## config.mk

```make
export PLATFORM = sky130hd
export DESIGN_NAME = link_packet_tx
export DESIGN_NICKNAME = d
export VERILOG_FILES = /design/src/rtl/lpt_pkg.sv /design/src/rtl/queue_mem_if.sv /design/src/rtl/queue_mem.sv /design/src/rtl/link_packet_tx.sv
export VERILOG_INCLUDE_DIRS = /design/src /design/src/rtl
export SDC_FILE = /design/constraint.sdc
export NUM_CORES = 2
export LEC_CHECK = 0
export ABC_AREA = 1
export BUFFER_PORTS_ARGS = -buffer_cell sky130_fd_sc_hd__buf_2
export CAP_MARGIN = 20
export CORE_ASPECT_RATIO = 0.75
export CORE_MARGIN = 2
export CORE_UTILIZATION = 37
export CTS_BUF_LIST = sky130_fd_sc_hd__clkbuf_4 sky130_fd_sc_hd__clkbuf_8 sky130_fd_sc_hd__clkbuf_16
export CTS_CLUSTER_SIZE = 40
export DETAILED_ROUTE_END_ITERATION = 8
export PLACE_DENSITY = 0.61
export SYNTH_ARGS = -nofsm -noshare
export SYNTH_HDL_FRONTEND = slang
export SYNTH_SLANG_ARGS = --single-unit
export TNS_END_PERCENT = 50
```

## constraint.sdc

```tcl
create_clock -name sys_clk_i -period 8.4 [get_ports sys_clk_i]
set_clock_uncertainty 0.05 [all_clocks]
set_input_delay 1.68 -clock sys_clk_i [delete_from_list [all_inputs] [get_ports sys_clk_i]]
set_output_delay 1.68 -clock sys_clk_i [all_outputs]
set_load 0.1 [all_outputs]
```

## src/rtl/lpt_consts.svh

```systemverilog
// Offsets, field positions, reset values and codes of the link packet transmitter.
// Assumes an 8-bit register port; included by link_packet_tx and lpt_properties by bare name.
`ifndef LPT_CONSTS_SVH
`define LPT_CONSTS_SVH

`define LPT_CFG_ADDR   8'hA8
`define LPT_UTH_ADDR   8'hA9
`define LPT_LTH_ADDR   8'hAA
`define LPT_IEN_ADDR   8'hAB
`define LPT_IST_ADDR   8'hAC
`define LPT_TXB_ADDR   8'hAD

`define LPT_B_SHARE    7
`define LPT_B_FLUSH    6
`define LPT_B_REPORT_INSERT_ENABLE     5
`define LPT_B_EOM      3
`define LPT_B_ABT      2
`define LPT_B_CRC      1
`define LPT_B_EN       0

`define LPT_B_UNDER    1
`define LPT_CFG_MASK   8'hEF
`define LPT_CFG_RST    8'h82
`define LPT_UTH_RST    7'h40
`define LPT_LTH_RST    7'h07
`define LPT_IEN_RST    5'h00
`define LPT_IST_ALL    5'h1F

`define LPT_FLAG       16'h007E
`define LPT_ABORT      16'h00FE
`define LPT_CRC_POLY   16'h1021
`define LPT_CRC_INIT   16'hFFFF
`define LPT_BYTE_BITS  5'd8
`define LPT_FCS_BITS   5'd16
`define LPT_STUFF_RUN  3'd5

`endif

```

## src/rtl/lpt_pkg.sv

```systemverilog
// Types shared by the link packet transmitter.
// Assumes nothing beyond a SystemVerilog compiler.
package lpt_pkg;

	typedef enum logic [1:0] {TX_IDLE, TX_BODY, TX_FCS} tx_state_t;

endpackage

```

## src/rtl/queue_mem_if.sv

```systemverilog
// Carrier between the transmitter and its queue memory.
// Assumes one write port and one registered read port.
interface queue_mem_if #(
	parameter int AW = 7,
	parameter int DW = 8
);
	logic          we;
	logic [AW-1:0] waddr;
	logic [DW-1:0] wdata;
	logic [AW-1:0] raddr;
	logic [DW-1:0] rdata;

	modport user  (output we, waddr, wdata, raddr, input rdata);
	modport store (input we, waddr, wdata, raddr, output rdata);
endinterface

```

## src/rtl/queue_mem.sv

```systemverilog
// Byte store for the transmit queue; read data come from a register.
// Assumes the user keeps the read address steady a cycle before using rdata.
module queue_mem #(
	parameter int AW = 7,
	parameter int DW = 8
)(
	input  wire logic sys_clk_i,
	queue_mem_if.store m
);
	logic [DW-1:0] mem_q [2**AW];

	always_ff @(posedge sys_clk_i)
	begin
		if (m.we)
			mem_q[m.waddr] <= m.wdata;
		m.rdata <= mem_q[m.raddr];
	end
endmodule // queue_mem

```

## src/rtl/link_packet_tx.sv

```systemverilog
// HDLC packet transmitter for the framer data link, with its register file.
// Assumes link_slot_i pulses once per data link bit position, at least a cycle apart.
//
// Added by the designer: the plain strobed port.
`include "lpt_consts.svh"
module link_packet_tx
	import lpt_pkg::*;
#(
	parameter int DEPTH          = 128,
	parameter int AW             = 7,
	parameter bit REPORT_CAPABLE = 1'b1
)(
	input  wire logic       sys_clk_i,
	input  wire logic       sys_rst_i,
	input  wire logic [7:0] addr_i,
	input  wire logic [7:0] wdata_i,
	input  wire logic       wr_i,
	input  wire logic       rd_i,
	output logic      [7:0] rdata_o,
	input  wire logic       e1_tx_arm_i,
	input  wire logic       link_slot_i,
	input  wire logic       link_bit_i,
	output logic            link_bit_o,
	input  wire logic       report_available_i,
	input  wire logic [7:0] report_byte_i,
	input  wire logic       report_last_i,
	output logic            report_take_o,
	output logic            irq_out_n_o
);
	localparam logic [AW:0] DEPTH_C = (AW+1)'(DEPTH);

	function automatic logic [15:0] rev16(input logic [15:0] v);
		logic [15:0] r;
		r = '0;
		for (int i = 0; i < 16; i++)
			r[i] = v[15-i];
		return r;
	endfunction

	logic [7:0]    cfg_q;
	logic [6:0]    uth_q;
	logic [6:0]    lth_q;
	logic [4:0]    ien_q;
	logic [4:0]    ist_q;
	logic [7:0]    rdata_q;
	logic          below_q;
	logic          full_q;
	logic          rep_q;
	logic          abt_pend_q;
	logic [AW-1:0] wptr_q;
	logic [AW-1:0] rptr_q;
	logic [AW:0]   count_q;
	logic [AW:0]   pkt_cnt_q;
	logic          avail_q;
	logic [DEPTH-1:0] tag_q;
	tx_state_t     st_q;
	tx_state_t     st_d;
	logic [15:0]   shift_q;
	logic [4:0]    left_q;
	logic [2:0]    ones_q;
	logic [1:0]    fcnt_q;
	logic [1:0]    fcnt_d;
	logic          stuff_q;
	logic          crc_on_q;
	logic          src_pr_q;
	logic          pr_d;
	logic          last_q;
	logic          last_d;
	logic [15:0]   crc_q;
	logic          out_q;
	logic [15:0]   u_bits;
	logic [4:0]    u_len;
	logic          u_stuff;
	logic          u_crc;
	logic          u_pop;
	logic          u_take;
	logic          u_abort;
	logic          u_under;

	queue_mem_if #(.AW(AW), .DW(8)) qm ();

	queue_mem #(.AW(AW), .DW(8)) u_mem (
		.sys_clk_i (sys_clk_i),
		.m         (qm)
	);

	// Register decode
	wire sel_cfg = addr_i == `LPT_CFG_ADDR;
	wire sel_uth = addr_i == `LPT_UTH_ADDR;
	wire sel_lth = addr_i == `LPT_LTH_ADDR;
	wire sel_ien = addr_i == `LPT_IEN_ADDR;
	wire sel_ist = addr_i == `LPT_IST_ADDR;
	wire sel_txb = addr_i == `LPT_TXB_ADDR;
	wire wr_cfg  = wr_i & sel_cfg;
	wire wr_txb  = wr_i & sel_txb;
	wire wr_ist  = wr_i & sel_ist;
	wire rd_ist  = rd_i & sel_ist;

	wire en      = cfg_q[`LPT_B_EN];
	wire crc_en  = cfg_q[`LPT_B_CRC];
	wire abort_request     = cfg_q[`LPT_B_ABT];
	wire share   = cfg_q[`LPT_B_SHARE];
	wire report_insert_enable    = cfg_q[`LPT_B_REPORT_INSERT_ENABLE] & REPORT_CAPABLE;

	// Queue bookkeeping
	wire         full     = count_q == DEPTH_C;
	wire         push     = wr_txb & ~full;
	wire         over_evt = wr_txb & full;
	wire [AW-1:0] last_wr = wptr_q - 1'b1;
	wire         mark     = wr_cfg & wdata_i[`LPT_B_EOM] & (count_q != '0) & ~tag_q[last_wr];
	wire         avail    = avail_q & (count_q != '0);
	wire         q_tag    = tag_q[rptr_q];
	wire [7:0]   q_byte   = qm.rdata;

	// Serializer step
	wire         step      = en & link_slot_i;
	wire         stuff_now = stuff_q & (ones_q == `LPT_STUFF_RUN);
	wire         ld        = (left_q == '0) & ~stuff_now;
	wire [15:0]  cur       = ld ? u_bits : shift_q;
	wire         cur_stuff = ld ? u_stuff : stuff_q;
	wire         cur_crc   = ld ? u_crc : crc_on_q;
	wire         new_bit   = stuff_now ? 1'b0 : cur[0];
	wire         take      = step & ld;
	wire         pop       = take & u_pop;
	wire [15:0]  crc_next  = {crc_q[14:0], 1'b0} ^ ((crc_q[15] ^ cur[0]) ? `LPT_CRC_POLY : '0);

	// Frame gating
	wire [1:0]   need      = share ? 2'd1 : 2'd2;
	wire         abort_on  = abort_request | abt_pend_q;
	wire         pr_go     = report_insert_enable & report_available_i;
	wire         go        = e1_tx_arm_i & avail
		& ((count_q > {1'b0, uth_q}) | (pkt_cnt_q != '0));
	wire         frame_ok  = (fcnt_q != 2'd3) & (fcnt_q >= need);
	wire [1:0]   fcnt_inc  = (fcnt_q == 2'd3) ? 2'd1 : ((fcnt_q == 2'd2) ? 2'd2 : fcnt_q + 2'd1);
	// Hold the queue flushed while abort stands between frames
	wire         flush     = cfg_q[`LPT_B_FLUSH] | (take & u_abort)
		| (abort_request & (st_q == TX_IDLE));

	// Status
	wire         below     = (count_q == '0) | (count_q < {1'b0, lth_q});
	wire [4:0]   ist_set   = {report_available_i & ~rep_q, full & ~full_q, over_evt,
		take & u_under, below & ~below_q};
	wire [4:0]   ist_clr   = rd_ist ? `LPT_IST_ALL
		: (wr_ist ? 5'(1 << `LPT_B_UNDER) : '0);
	wire [7:0]   rd_mux    = sel_cfg ? cfg_q
		: sel_uth ? {1'b0, uth_q}
		: sel_lth ? {1'b0, lth_q}
		: sel_ien ? {3'b000, ien_q}
		: sel_ist ? {1'b0, full, below, ist_q}
		: 8'h00;

	assign qm.we    = push;
	assign qm.waddr = wptr_q;
	assign qm.wdata = wdata_i;
	assign qm.raddr = rptr_q;

	assign rdata_o       = rdata_q;
	assign link_bit_o    = out_q;
	assign report_take_o = take & u_take;
	assign irq_out_n_o   = ~|(ist_q & ien_q);

	// Next unit to serialize, chosen at each unit boundary
	always_comb
	begin
		u_bits  = `LPT_FLAG;
		u_len   = `LPT_BYTE_BITS;
		u_stuff = 1'b0;
		u_crc   = 1'b0;
		u_pop   = 1'b0;
		u_take  = 1'b0;
		u_abort = 1'b0;
		u_under = 1'b0;
		st_d    = st_q;
		fcnt_d  = fcnt_q;
		pr_d    = src_pr_q;
		last_d  = last_q;
		unique case (st_q)
			TX_IDLE:
			begin
				if (pr_go && fcnt_q == 2'd2)
				begin
					u_bits  = {8'h00, report_byte_i};
					u_stuff = 1'b1;
					u_crc   = 1'b1;
					u_take  = 1'b1;
					st_d    = TX_BODY;
					pr_d    = 1'b1;
					last_d  = report_last_i;
				end
				else if (pr_go)
					fcnt_d = fcnt_inc;
				else if (abort_on && fcnt_q >= need)
				begin
					u_bits  = `LPT_ABORT;
					u_abort = 1'b1;
					fcnt_d  = 2'd3;
				end
				else if (go && frame_ok && !abort_request)
				begin
					u_bits  = {8'h00, q_byte};
					u_stuff = 1'b1;
					u_crc   = 1'b1;
					u_pop   = 1'b1;
					st_d    = TX_BODY;
					pr_d    = 1'b0;
					last_d  = q_tag;
				end
				else
					fcnt_d = fcnt_inc;
			end
			TX_BODY:
			begin
				if (last_q && crc_en)
				begin
					u_bits  = rev16(~crc_q);
					u_len   = `LPT_FCS_BITS;
					u_stuff = 1'b1;
					st_d    = TX_FCS;
				end
				else if (last_q)
				begin
					st_d   = TX_IDLE;
					fcnt_d = 2'd1;
				end
				else if (src_pr_q)
				begin
					u_bits  = {8'h00, report_byte_i};
					u_stuff = 1'b1;
					u_crc   = 1'b1;
					u_take  = 1'b1;
					last_d  = report_last_i;
				end
				else if (abort_on)
				begin
					u_bits  = `LPT_ABORT;
					u_abort = 1'b1;
					st_d    = TX_IDLE;
					fcnt_d  = 2'd3;
				end
				else if (avail)
				begin
					u_bits  = {8'h00, q_byte};
					u_stuff = 1'b1;
					u_crc   = 1'b1;
					u_pop   = 1'b1;
					last_d  = q_tag;
				end
				else
				begin
					u_bits  = `LPT_ABORT;
					u_abort = 1'b1;
					u_under = 1'b1;
					st_d    = TX_IDLE;
					fcnt_d  = 2'd3;
				end
			end
			TX_FCS:
			begin
				st_d   = TX_IDLE;
				fcnt_d = 2'd1;
			end
			default:
				st_d = TX_IDLE;
		endcase
	end

	// Control and status registers
	always_ff @(posedge sys_clk_i or posedge sys_rst_i)
	begin
		if (sys_rst_i)
		begin
			cfg_q      <= `LPT_CFG_RST;
			uth_q      <= `LPT_UTH_RST;
			lth_q      <= `LPT_LTH_RST;
			ien_q      <= `LPT_IEN_RST;
			ist_q      <= '0;
			rdata_q    <= '0;
			below_q    <= 1'b1;
			full_q     <= 1'b0;
			rep_q      <= 1'b0;
			abt_pend_q <= 1'b0;
		end
		else
		begin
			if (wr_cfg)
				cfg_q <= wdata_i & `LPT_CFG_MASK;
			else if (wr_txb)
				cfg_q[`LPT_B_EOM] <= 1'b0;
			if (wr_i && sel_uth)
				uth_q <= wdata_i[6:0];
			if (wr_i && sel_lth)
				lth_q <= wdata_i[6:0];
			if (wr_i && sel_ien)
				ien_q <= wdata_i[4:0];
			ist_q      <= (ist_q & ~ist_clr) | ist_set;
			rdata_q    <= rd_i ? rd_mux : 8'h00;
			below_q    <= below;
			full_q     <= full;
			rep_q      <= report_available_i;
			// A new request outlives a quick clear so that one abort still goes out
			abt_pend_q <= (wr_cfg & wdata_i[`LPT_B_ABT] & ~abort_request)
				| (abt_pend_q & ~(take & u_abort));
		end
	end

	// Queue pointers, fill level and end marks
	always_ff @(posedge sys_clk_i or posedge sys_rst_i)
	begin
		if (sys_rst_i)
		begin
			wptr_q    <= '0;
			rptr_q    <= '0;
			count_q   <= '0;
			pkt_cnt_q <= '0;
			avail_q   <= 1'b0;
			tag_q     <= '0;
		end
		else if (flush)
		begin
			wptr_q    <= '0;
			rptr_q    <= '0;
			count_q   <= '0;
			pkt_cnt_q <= '0;
			avail_q   <= 1'b0;
		end
		else
		begin
			wptr_q    <= wptr_q + AW'(push);
			rptr_q    <= rptr_q + AW'(pop);
			count_q   <= count_q + (AW+1)'(push) - (AW+1)'(pop);
			pkt_cnt_q <= pkt_cnt_q + (AW+1)'(mark) - (AW+1)'(pop & q_tag);
			// Delayed one cycle so the registered memory read has settled
			avail_q   <= count_q != '0;
			if (push)
				tag_q[wptr_q] <= 1'b0;
			if (mark)
				tag_q[last_wr] <= 1'b1;
		end
	end

	// Serializer
	always_ff @(posedge sys_clk_i or posedge sys_rst_i)
	begin
		if (sys_rst_i)
		begin
			st_q     <= TX_IDLE;
			shift_q  <= '0;
			left_q   <= '0;
			ones_q   <= '0;
			fcnt_q   <= '0;
			stuff_q  <= 1'b0;
			crc_on_q <= 1'b0;
			src_pr_q <= 1'b0;
			last_q   <= 1'b0;
			crc_q    <= `LPT_CRC_INIT;
			out_q    <= 1'b0;
		end
		else
		begin
			out_q <= step ? new_bit : link_bit_i;
			if (!en)
			begin
				st_q    <= TX_IDLE;
				left_q  <= '0;
				ones_q  <= '0;
				fcnt_q  <= '0;
				stuff_q <= 1'b0;
			end
			else if (step && stuff_now)
				ones_q <= '0;
			else if (step)
			begin
				shift_q <= cur >> 1;
				left_q  <= (ld ? u_len : left_q) - 5'd1;
				ones_q  <= (cur_stuff && cur[0]) ? ones_q + 3'd1 : 3'd0;
				if (cur_crc)
					crc_q <= crc_next;
				else if (ld)
					crc_q <= `LPT_CRC_INIT;
				if (ld)
				begin
					st_q     <= st_d;
					fcnt_q   <= fcnt_d;
					src_pr_q <= pr_d;
					last_q   <= last_d;
					stuff_q  <= u_stuff;
					crc_on_q <= u_crc;
				end
			end
		end
	end
endmodule // link_packet_tx

```

==> flow_summary.ini <==
[sta]
finalCriticalPeriod_ps = 6530
slew_violations = 0
setup_slack_ps = 1870
min_period_over_period_pct = 77.7
relSlewSlack_pct = 22.5
grt_setup_unrepaired = false
tns_ps = 0
fmax_ghz = 0.153
worst_pin_slew_ps = 1160
timing.final.hold_violations = 0
setup_violations = 0

[cts]
cts-hold-fix-buffers = 0
root_buffer = clkbuf_16
clk_pin_slew_ps = 70
post_cts_resized = 0
clock_latency_ps = 780
cts.sinks = 1282
cts_tree = built
post-cts-setup-buffer-count = 0
ctsHtreeMaxLevel = 3
cts_buffer_depth = 3
cts_buffers = 118

[routing]
dr_total_vias = 41300
first_pass_iters = 7
wl_per_cell_um = 22.8
via_per_inst = 5.64
first_iter_violations = 5958
ant_nets = 0
wl_um = 167000
drc = 0

[yosys]
yosys_warnings = 0
synth-async-reset-ratio_pct = 19.5
synth_cell_types = 52
synth-seq-area-share_pct = 66.0
ys.flop_type = edfxtp_1
synth.avg_cell_area_um2 = 10.6
synth_fp_nets = 5396
syn_inst = 5310
syn_area_mm2 = 0.0563
synth_area_leaders = edfxtp_1 (55%), dfrtp_1 (10%), o21ai_0 (6.2%)
synth_top_area_share_pct = 54.6
synth_edf_count = 1024
yosysTopAreaCell = edfxtp_1
synth-seq-cells = 1282

[global_route]
grt.total_usage_pct = 21.1
grt_pass1_vias = 38000
grt_pass1_wl_um = 250000
overflow = 0
antenna_found_initial = 5
grt_max_degree = 153

[worst_setup_path]
crit_path_start_kind = flip-flop
crit_family = simple AND/OR/NAND/NOR gates
timing.critical_path.buf_inv = 5
slowest_delay_ps = 810
path_max_fanout = 43
critical_path_class = reg2reg
arrival_ps = 7120
cp_data_required_time_ps = 8990
end_kind = flip-flop
crit_top_cell = nand2_1
crit_slowest_cell = nand3_1

[floorplanning]
row_count = 123
die_width_um = 454
initial_core_util_pct = 37.4
core-area_mm2 = 0.151
fp.dieH_um = 342
dieArea_mm2 = 0.155
ioPinCount = 44

[placement]
gp_congestion = 0.966
dpl.hpwl_um = 102000
port_buffers = 43
dp_slack_ps = 2050

[cells_and_area]
regArea_mm2 = 0.0372
multiInputGateArea_mm2 = 0.0166
fillCellCount = 14200
area_growth_syn_to_layout_pct = 10.9
drive_above_1_share_pct = 7.14
fin_nets = 5307

[status]
status = finished clean

[min_path]
hold_path.class = reg2reg

[job]
drv_cap = 0

[power_and_ir_drop]
power_density_mw_per_mm2 = 257
ir_worst_vdd_v = 0.000212
p_leak_nw = 21.9
==> cell families after synthesis <==
logic type,share of synthesized area [%]
adders and majority gates,1.20
buffers and inverters,4.57
and+or+nand+nor,15.8
DFF,66.0
xor gates and xnor gates,0.233
AOI/OAI and AO/OA,12.1
==> path summary, 6_finish.rpt <==
check,start,endpoint,slack [ps],cells after the start
max in group asynchronous,sys_rst_i,shift_q[12],5990,3
worst max-delay path,qm.waddr[0],pkt_cnt_q[6],1870,25
worst min-delay path,rep_q,ist_q[4],380,1
worst min register to register,rep_q,ist_q[4],380,1
min in group asynchronous,sys_rst_i,count_q[7],950,2
worst max register to register,qm.waddr[0],pkt_cnt_q[6],1870,25
==> metrics by stage <==
| step | instance area [um^2] | total power [mW] | hold slack (ps) | util (%) | cells |
|---|---|---|---|---|---|
| detailed placement | 58200 | 10.4 | 379 | 38.7 | 7087 |
| global placement | 58100 | 10.4 | 361 | 38.6 | 7082 |
| CTS | 62300 | 16.0 | 379 | 41.4 | 7310 |
| finish | 62400 | 16.0 | 379 | 41.5 | 7326 |
| floorplan | 56300 | 9.48 | 350 | - | 5310 |
| global route | 62400 | 16.7 | 425 | 41.5 | 7325 |
==> cells in the final DEF, fill, tap and decap left out, types with 4 or more instances in the layout <==
cell type | netlist | layout
edfxtp_1 | 1024 | 1024
nor2_1 | 900 | 899
nand2_1 | 874 | 874
o21ai_0 | 694 | 694
inv_1 | 271 | 267
dfrtp_1 | 227 | 223
nand4_1 | 211 | 211
o22ai_1 | 196 | 196
nand3_1 | 141 | 140
clkbuf_16 | 0 | 121
o221ai_1 | 99 | 99
a21oi_1 | 75 | 75
buf_4 | 6 | 75
o211ai_1 | 60 | 60
ha_1 | 51 | 51
buf_2 | 45 | 35
clkbuf_4 | 0 | 30
clkinv_1 | 5 | 23
dfstp_2 | 23 | 23
clkinv_2 | 0 | 19
clkbuf_8 | 0 | 16
nor3_1 | 14 | 14
bufinv_16 | 0 | 13
xor2_1 | 12 | 12
a31oi_1 | 12 | 12
o31ai_1 | 9 | 9
inv_2 | 7 | 8
dfxtp_1 | 8 | 8
o21ai_1 | 7 | 7
buf_6 | 24 | 7
o2111ai_1 | 6 | 6
nor4_1 | 4 | 4
a211oi_1 | 4 | 4
a21o_1 | 4 | 4
o21a_1 | 4 | 4
==> power breakdown <==
| part | total (mW) | switching, mW | internal [mW] |
|---|---|---|---|
| Clock | 5.69 | 2.44 | 3.25 |
| Combinational | 3.13 | 2.25 | 0.884 |
| Sequential | 7.20 | 0.163 | 7.04 |
==> state kept, by name (all words and copies together) (netlist names), 2 cells and up <==
signal         flops
cfg_q              7
count_q            8
crc_q             16
fcnt_q             2
ien_q              5
ist_q              5
left_q             5
lth_q              7
ones_q             3
pkt_cnt_q          8
qm.raddr           7
qm.waddr           7
rdata_o            8
shift_q           15
st_q               2
tag_q            128
u_mem.m.rdata      8
u_mem.mem_q     1024
uth_q              7
==> routing by layer <==
layer	GRT usage [%]	up-vias	part of all wire [%]	wire, um
met5	0	-	0	0
met4	5.47	0	2.4	4050
met3	5.16	245	11	18900
met2	28.2	2071	40	67100
met1	33.4	20300	46	76800
li1	-	18700	-	-
==> cell usage after synthesis (2+ instances only) <==
| cell type | instances |
|---|---|
| edfxtp_1 | 1024 |
| dfrtp_1 | 227 |
| a21o_1 | 4 |
| and3_1 | 3 |
| clkbuf_1 | 249 |
| nor3_1 | 14 |
| a31oi_1 | 12 |
| a22o_1 | 2 |
| o22ai_1 | 196 |
| dfstp_2 | 23 |
| o21ai_1 | 7 |
| o2bb2ai_1 | 3 |
| dfxtp_1 | 8 |
| buf_2 | 45 |
| o221ai_1 | 99 |
| nor2_1 | 900 |
| inv_2 | 7 |
| clkinv_1 | 5 |
| inv_1 | 271 |
| xnor2_1 | 3 |
| nand3_1 | 141 |
| o2111ai_1 | 6 |
| nand2_1 | 874 |
| a211oi_1 | 4 |
| nand4_1 | 211 |
| xor2_1 | 12 |
| buf_6 | 24 |
| a21oi_1 | 75 |
| buf_4 | 6 |
| o211ai_1 | 60 |
| ha_1 | 51 |
| o31ai_1 | 9 |
| o21bai_1 | 2 |
| a221oi_1 | 2 |
| nor4_1 | 4 |
| buf_1 | 10 |
| o21a_1 | 4 |
| o21ai_0 | 694 |
| nand3_2 | 3 |
| nor2_2 | 3 |
| fa_1 | 2 |
==> cell type report <==
type / instances / share of cell area (%)
tap: 2000 / 4.01
timing repair buffer: 125 / 1.54
clock buffer: 163 / 5.48
clock inverter: 60 / 1.09
inverter: 283 / 1.74
antenna: 2 / 0.00802
sequential: 1282 / 59.6
multi-input combinational: 3411 / 26.5
Note: power is estimated with default switching activity, not from simulation.
